<file path="config.mk">
export PLATFORM = sky130hd
export DESIGN_NAME = sol_regs
export DESIGN_NICKNAME = d
export VERILOG_FILES = /design/src/verilog/sol_pkg.sv /design/src/verilog/sol_regs.sv /design/src/verilog/sol_div_stage.sv
export SDC_FILE = /design/constraint.sdc
export NUM_CORES = 1
export LEC_CHECK = 0
export BUFFER_PORTS_ARGS = -buffer_cell sky130_fd_sc_hd__buf_2
export CAP_MARGIN = 20
export CORE_MARGIN = 1.5
export CORE_UTILIZATION = 45
export DETAILED_ROUTE_END_ITERATION = 16
export GPL_ROUTABILITY_DRIVEN = 0
export PLACE_DENSITY = 0.72
export REMOVE_ABC_BUFFERS = 1
export SYNTH_ARGS = -nofsm -noshare
export SYNTH_HDL_FRONTEND = slang
export SYNTH_HIERARCHICAL = 1
export SYNTH_SLANG_ARGS = --single-unit
</file>
<file path="constraint.sdc">
create_clock -name clock_in -period 4.14 [get_ports clock_in]
set_clock_uncertainty 0.1 [all_clocks]
set_input_delay 0.621 -clock clock_in [delete_from_list [all_inputs] [get_ports clock_in]]
set_output_delay 0.621 -clock clock_in [all_outputs]
set_load 0.02 [all_outputs]
</file>
<file path="src/verilog/sol_pkg.sv">
// Constants, register map and control carrier for the output/lock-detect bank
package sol_pkg;

    localparam int SOL_NUM_REGS = 5;

    // Byte offsets on the serial register port
    localparam logic [7:0] SOL_TRK_OFF = 8'h23;
    localparam logic [7:0] SOL_FB_OFF = 8'h24;
    localparam logic [7:0] SOL_OUT_OFF = 8'h25;
    localparam logic [7:0] SOL_BLEED_OFF = 8'h26;
    localparam logic [7:0] SOL_LOCK_OFF = 8'h27;
    // Tracking-filter coefficient registers that the manual mode uses
    localparam logic [7:0] SOL_COEF_LO_OFF = 8'h70;
    localparam logic [7:0] SOL_COEF_HI_OFF = 8'h71;

    // Index 0 is offset 0x23, index 4 is offset 0x27
    localparam logic [4:0][7:0] SOL_RESET_VALS =
        {8'hC5, 8'h32, 8'h07, 8'h80, 8'h00};
    // Writable bits; zeros are read-only reserved and read as zero
    localparam logic [4:0][7:0] SOL_WRITE_MASKS =
        {8'hFF, 8'hFF, 8'hBF, 8'hF0, 8'h32};

    // tracking_filter_control
    localparam int SOL_TRK_MANUAL_BIT = 1;
    // feedback_and_divider
    localparam int SOL_N_SRC_BIT = 7;
    localparam int SOL_DIV_LSB = 4;
    localparam logic [2:0] SOL_DIV_RESERVED = 3'h7;
    // output_stage_control
    localparam int SOL_DBUF_BIT = 5;
    localparam int SOL_DOUBLER_BIT = 3;
    localparam int SOL_OUT_EN_BIT = 2;
    localparam int SOL_PWR_LSB = 0;
    // lock_detect_and_bleed
    localparam int SOL_LD_WIN_LSB = 6;
    localparam int SOL_LD_PREC_BIT = 5;
    localparam int SOL_BLEED_GATE_BIT = 4;
    localparam int SOL_BLEED_EN_BIT = 3;
    localparam int SOL_LDO_OFF_BIT = 2;

    // Lock window delays in units of 100 ps
    localparam logic [7:0] SOL_WIN_CODE0_100PS = 8'h32;
    localparam logic [7:0] SOL_WIN_CODE1_100PS = 8'h3C;
    localparam logic [7:0] SOL_WIN_CODE2_100PS = 8'h50;
    localparam logic [7:0] SOL_WIN_CODE3_100PS = 8'h78;
    localparam logic [7:0] SOL_PREC_FRAC_100PS = 8'h32;
    localparam logic [7:0] SOL_PREC_INT_100PS = 8'h18;

    // Output power levels in dBm, two's complement
    localparam logic signed [3:0] SOL_PWR_CODE0_DBM = -4'sd4;
    localparam logic signed [3:0] SOL_PWR_CODE1_DBM = -4'sd1;
    localparam logic signed [3:0] SOL_PWR_CODE2_DBM = 4'sd2;
    localparam logic signed [3:0] SOL_PWR_CODE3_DBM = 4'sd5;

    typedef struct packed {
        logic manual_coef_sel;
        logic n_counter_source;
        logic output_enable;
        logic doubler_path_on;
        logic [1:0] output_power_level;
        logic signed [3:0] output_power_dbm;
        logic [7:0] bleed_level;
        logic bleed_enable;
        logic bleed_active;
        logic [7:0] lock_window_100ps;
        logic [7:0] lock_precision_100ps;
        logic lock_precision;
        logic osc_ldo_enable;
    } sol_ctrl_t;

endpackage

</file>
<file path="src/verilog/sol_regs.sv">
// Output stage, feedback, bleed and lock-detect control register bank
// Functional notes
// - Source bit picks automatic or manual coefficients
// - Feedback bit picks N counter source, resets 1
// - Divider codes 1..64, 111 reserved, double-buffer option
// - Output enable resets on; doubler bit switches path
// - Power codes give -4,-1,2,5 dBm, reset 11
// - Window code gives 5,6,8,12 ns, reset 11
// - Precision bit: fractional 5 ns, integer 2.4 ns
// - Gated bleed follows digital lock detect
// - Bleed enable turns negative bleed on, reset 0
// - Regulator bit high disables oscillator LDO
`timescale 1ns/100ps
module sol_regs
    import sol_pkg::*;
(
    input wire logic clock_in,
    input wire logic rst_in,
    input wire logic [7:0] reg_addr_in,
    input wire logic reg_wr_in,
    input wire logic [7:0] reg_wdata_in,
    input wire logic reg_rd_in,
    input wire logic buffer_load_in,
    input wire logic lock_detect_in,
    input wire logic [15:0] auto_coef_in,
    input wire logic [15:0] manual_coef_in,
    output logic [7:0] reg_rdata_out,
    output logic reg_rvalid_out,
    output logic reg_hit_out,
    output logic [15:0] coef_out,
    output sol_ctrl_t ctrl_out,
    output logic [2:0] div_code_out,
    output logic [6:0] div_ratio_out,
    output logic div_reserved_out
);

    logic [4:0][7:0] regs_q;
    logic [2:0] idx;
    logic wr_hit;
    sol_ctrl_t ctrl_d;

    function automatic logic is_mapped(input logic [7:0] addr);
        return (addr >= SOL_TRK_OFF) && (addr <= SOL_LOCK_OFF);
    endfunction

    function automatic logic [7:0] window_100ps(input logic [1:0] code);
        logic [7:0] t;
        t = SOL_WIN_CODE0_100PS;
        unique case (code)
            2'h0: t = SOL_WIN_CODE0_100PS;
            2'h1: t = SOL_WIN_CODE1_100PS;
            2'h2: t = SOL_WIN_CODE2_100PS;
            2'h3: t = SOL_WIN_CODE3_100PS;
        endcase
        return t;
    endfunction

    function automatic logic signed [3:0] power_dbm(input logic [1:0] code);
        logic signed [3:0] p;
        p = SOL_PWR_CODE0_DBM;
        unique case (code)
            2'h0: p = SOL_PWR_CODE0_DBM;
            2'h1: p = SOL_PWR_CODE1_DBM;
            2'h2: p = SOL_PWR_CODE2_DBM;
            2'h3: p = SOL_PWR_CODE3_DBM;
        endcase
        return p;
    endfunction

    assign idx = 3'(reg_addr_in - SOL_TRK_OFF);
    assign wr_hit = reg_wr_in && is_mapped(reg_addr_in);

    // Each register keeps only its writable bits; the rest stay at zero
    genvar gi;
    generate
        for (gi = 0; gi < SOL_NUM_REGS; gi++) begin : g_reg
            always_ff @(posedge clock_in or posedge rst_in) begin
                if (rst_in) begin
                    regs_q[gi] <= SOL_RESET_VALS[gi];
                end else if (wr_hit && (idx == 3'(gi))) begin
                    regs_q[gi] <= (reg_wdata_in & SOL_WRITE_MASKS[gi]) |
                        (regs_q[gi] & ~SOL_WRITE_MASKS[gi]);
                end
            end
        end
    endgenerate

    // Read data lands one cycle after the strobe; unmapped reads give zero
    always_ff @(posedge clock_in or posedge rst_in) begin
        if (rst_in) begin
            reg_rdata_out <= 8'h00;
            reg_rvalid_out <= 1'b0;
            reg_hit_out <= 1'b0;
        end else begin
            reg_rvalid_out <= reg_rd_in;
            reg_hit_out <= (reg_rd_in || reg_wr_in) && is_mapped(reg_addr_in);
            if (reg_rd_in) begin
                reg_rdata_out <= is_mapped(reg_addr_in) ?
                    (regs_q[idx] & SOL_WRITE_MASKS[idx]) : 8'h00;
            end
        end
    end

    // Field decode to the analog and PLL controls
    always_comb begin
        ctrl_d.manual_coef_sel = regs_q[0][SOL_TRK_MANUAL_BIT];
        ctrl_d.n_counter_source = regs_q[1][SOL_N_SRC_BIT];
        ctrl_d.output_enable = regs_q[2][SOL_OUT_EN_BIT];
        ctrl_d.doubler_path_on = regs_q[2][SOL_DOUBLER_BIT];
        ctrl_d.output_power_level = regs_q[2][SOL_PWR_LSB +: 2];
        ctrl_d.output_power_dbm =
            power_dbm(regs_q[2][SOL_PWR_LSB +: 2]);
        ctrl_d.bleed_level = regs_q[3];
        ctrl_d.bleed_enable = regs_q[4][SOL_BLEED_EN_BIT];
        // Gating trusts software to have the lock detector running first
        ctrl_d.bleed_active = regs_q[4][SOL_BLEED_EN_BIT] &&
            (!regs_q[4][SOL_BLEED_GATE_BIT] || lock_detect_in);
        ctrl_d.lock_window_100ps =
            window_100ps(regs_q[4][SOL_LD_WIN_LSB +: 2]);
        ctrl_d.lock_precision = regs_q[4][SOL_LD_PREC_BIT];
        ctrl_d.lock_precision_100ps = regs_q[4][SOL_LD_PREC_BIT] ?
            SOL_PREC_INT_100PS : SOL_PREC_FRAC_100PS;
        ctrl_d.osc_ldo_enable = !regs_q[4][SOL_LDO_OFF_BIT];
    end

    // Controls are registered so every output leaves a flip-flop;
    // this costs one cycle of latency after a write
    always_ff @(posedge clock_in or posedge rst_in) begin
        if (rst_in) begin
            ctrl_out <= '0;
        end else begin
            ctrl_out <= ctrl_d;
        end
    end

    always_ff @(posedge clock_in or posedge rst_in) begin
        if (rst_in) begin
            coef_out <= 16'h0000;
        end else begin
            coef_out <= regs_q[0][SOL_TRK_MANUAL_BIT] ?
                manual_coef_in : auto_coef_in;
        end
    end

    sol_div_stage u_div (
        .clock_in(clock_in),
        .rst_in(rst_in),
        .div_sel_in(regs_q[1][SOL_DIV_LSB +: 3]),
        .double_buffer_in(regs_q[2][SOL_DBUF_BIT]),
        .load_in(buffer_load_in),
        .div_code_out(div_code_out),
        .div_ratio_out(div_ratio_out),
        .reserved_code_out(div_reserved_out)
    );

endmodule // sol_regs

</file>
<file path="src/verilog/sol_div_stage.sv">
// Output divider stage: optional double buffering and ratio decode
`timescale 1ns/100ps
module sol_div_stage
    import sol_pkg::*;
(
    input wire logic clock_in,
    input wire logic rst_in,
    input wire logic [2:0] div_sel_in,
    input wire logic double_buffer_in,
    input wire logic load_in,
    output logic [2:0] div_code_out,
    output logic [6:0] div_ratio_out,
    output logic reserved_code_out
);

    logic [2:0] active_d;
    logic take;

    // A reserved code never reaches the divider; the last legal ratio holds
    assign take = (!double_buffer_in || load_in) &&
                  (div_sel_in != SOL_DIV_RESERVED);
    assign active_d = take ? div_sel_in : div_code_out;

    always_ff @(posedge clock_in or posedge rst_in) begin
        if (rst_in) begin
            div_code_out <= 3'h0;
            div_ratio_out <= 7'h01;
        end else begin
            div_code_out <= active_d;
            div_ratio_out <= 7'h01 << active_d;
        end
    end

    always_ff @(posedge clock_in or posedge rst_in) begin
        if (rst_in) begin
            reserved_code_out <= 1'b0;
        end else begin
            reserved_code_out <= (div_sel_in == SOL_DIV_RESERVED);
        end
    end

endmodule // sol_div_stage

</file>
==> flow_summary.ini <==
[outcome]
outcome = finished, final reports clean

[route]
routed_wl_um = 8010
drtIter0Drc = 97
drt-wirelength-per-cell_um = 15.3
postRouteAntennaNets = 0
viasPerCell = 5.10
vias = 2660
drcViolationCount = 0
drt_first_pass_iters = 4

[logic_synthesis]
synth-seq-cells = 96
synth_cells = 287
seq_area_frac_synth_pct = 60.7
post_synth_num_cell_types = 51
synth_edf_count = 0
yosys_warnings = 6
synth_area_um2 = 3980
syn_area_per_cell_um2 = 13.9
async_reset_ff_share_pct = 100
synth_ff_type = dfrtp_1

[timing]
period_share_pct = 61.4
slew_viol_final = 0
slew_headroom_pct = 51.8
hold_ws_ps = 68.6
rsz0062_at_grt = no
setup_viol = 0
tightest_slew_ps = 722
min_period_ps = 2540
fin_ws_ps = 1600
fmax_ghz = 0.393
timing.final.hold_violations = 0
final.setup.tns_ps = 0

[floorplan]
die_y_um = 97.1
die_w_um = 97.1
ios = 129
dieArea_um2 = 9420
num_rows = 34
start_util_pct = 46.1
core-area_um2 = 8640

[clock_network]
cts-resized-gates = 0
cts_tree = yes
clockRootBuffer = clkbuf_8
cts_max_level = 3
post_cts_buffers = 0
cts_buffer_depth = 2
cts_hold_buf = 0
clk_pin_slew_ps = 80
cts_num_sinks = 96
cts_buffers = 9
insertion_delay_ps = 350

[grt]
grt_start_max_net_pins = 64
busiest_layer = met2
track_usage_pct = 17.7
antenna_found_initial = 0
use_met3_pct = 4.10
grt_use_met2_pct = 29.2
grt_pass1_vias = 2748
grt_pass1_wl_um = 13200
use_met1_pct = 22.7
grt-ovfl-total = 0

[final_layout]
area_growth_pct = 22.8
regArea_um2 = 2420
drive_above_1_share_pct = 51.7
multi_input_area_um2 = 1400
mostFrequentLayoutCells = 122 x buf_2, 84 x dfrtp_1, 45 x mux2_2
antenna_cells = 0
nets = 473
nFillCells = 729
layout_commonest_cell = buf_2

[worst_setup_path]
endpoint_kind = flip-flop
critPathKind = in -> reg
crit_buf_inv = 1
reg2reg_from = ctrl_d[37]
critPathLaunchType = input port
required_ps = 4280
crit_chain = buf_2 -> ha_1 -> ha_1 -> nand3b_1 -> nor3_4 -> mux2_2
crit_family = simple AND/OR/NAND/NOR gates
slowest_delay_ps = 420
cp.arrival_ps = 2680
cp_max_fo = 18
critPathLaunch = reg_addr_in[0]
cp_common_cell = ha_1
cpMaxStageDelayCell = ha_1

[flow_run]
maxCapViolations = 0

[power_and_ir_drop]
peakVddDrop_mv = 0.177
finalPower_uw = 1860
powerDensity_nw_per_um2 = 381
p_leak_uw = 0.00248

[place]
post-place-ws_ps = 1230
portBuffers = 122
hpwl_um = 5830

[worst_hold_path]
min_path_type = in -> async
==> worst register-to-register path: stages, from the launching register on <==
cell	delay, ps
dfrtp_1	810
o21ba_2	250
a31oi_1	40
o41ai_2	350
==> stage by stage <==
stage	util, %	std cells	cell area, µm²
after global placement	53.7	505	4640
after detailed placement	53.7	505	4640
after global routing	56.6	522	4890
after CTS	56.3	521	4860
after floorplan	-	274	3880
final	56.6	522	4890
==> registers in the layout, indices dropped and copies added (netlist names) <==
| register | cells |
|---|---|
| reg_rvalid_out | 1 |
| u_div/div_code_out | 3 |
| u_div/reserved_code_out | 1 |
| ctrl_d | 16 |
| regs_q | 14 |
| reg_hit_out | 1 |
| reg_rdata_out | 8 |
| ctrl_out | 29 |
| coef_out | 16 |
| u_div/div_ratio_out | 7 |
==> final cells by class <==
type	count	share of cell area, %
clock buffers	11	2.89
clock inverters	5	1.66
inverters	19	1.48
multi-input cells	159	28.6
flip-flops and latches	96	49.4
well taps	108	2.76
repair buffers	124	13.2
==> worst paths after layout <==
kind,slack [ps],cells past startpoint,endpoint
worst max-delay path,1600,6,ctrl_d[23]
worst min-delay path,70,2,coef_out[9]
worst max register to register,2490,3,reg_rdata_out[1]
worst min register to register,310,0,ctrl_out[25]
max in group asynchronous,3010,4,coef_out[10]
min in group clock_in,310,0,ctrl_out[25]
==> cell families (layout without fill, tap and decap cells) <==
family          Yosys count  in the layout  share of synthesized area, %
buf+inv                  37            159                          4.71
simple gates             53             53                          9.11
fa+ha+maj                10             10                          3.14
mux                      50             50                          14.6
flops                    96             96                          60.7
compound gates           39             39                          7.51
other cells               2              7                         0.189
==> where the power goes <==
group | internal, µW | switching [µW] | leakage (µW)
sequential | 977 | 21.5 | 0.00122
combinational | 80.1 | 123 | 0.00115
clock | 357 | 306 | 0.000110
==> layer usage <==
layer	wire length, µm	up-vias
met5	0	-
met4	158	0
met3	557	15
met2	3910	107
met1	3380	1309
li1	-	1229
==> cells in the mapped netlist (3+ instances only) <==
cell        n  area, µm²
ha_1       10        125
nand3_1     4       20.0
nor3_4      3       48.8
clkbuf_1    7       26.3
nor2b_1     7       43.8
or2_2       3       18.8
mux2_2     45        507
dfrtp_1    84       2100
nor2_1     11       41.3
o2bb2ai_1   3       26.3
buf_4       9       67.6
o21ai_0     6       30.0
inv_1      18       67.6
nand2b_1    3       18.8
dfstp_2    12        315
nand3b_1    3       22.5
a211oi_1    3       22.5
nand2_1     6       22.5
a21oi_1     6       30.0
Power figures use the tool's default switching activity.
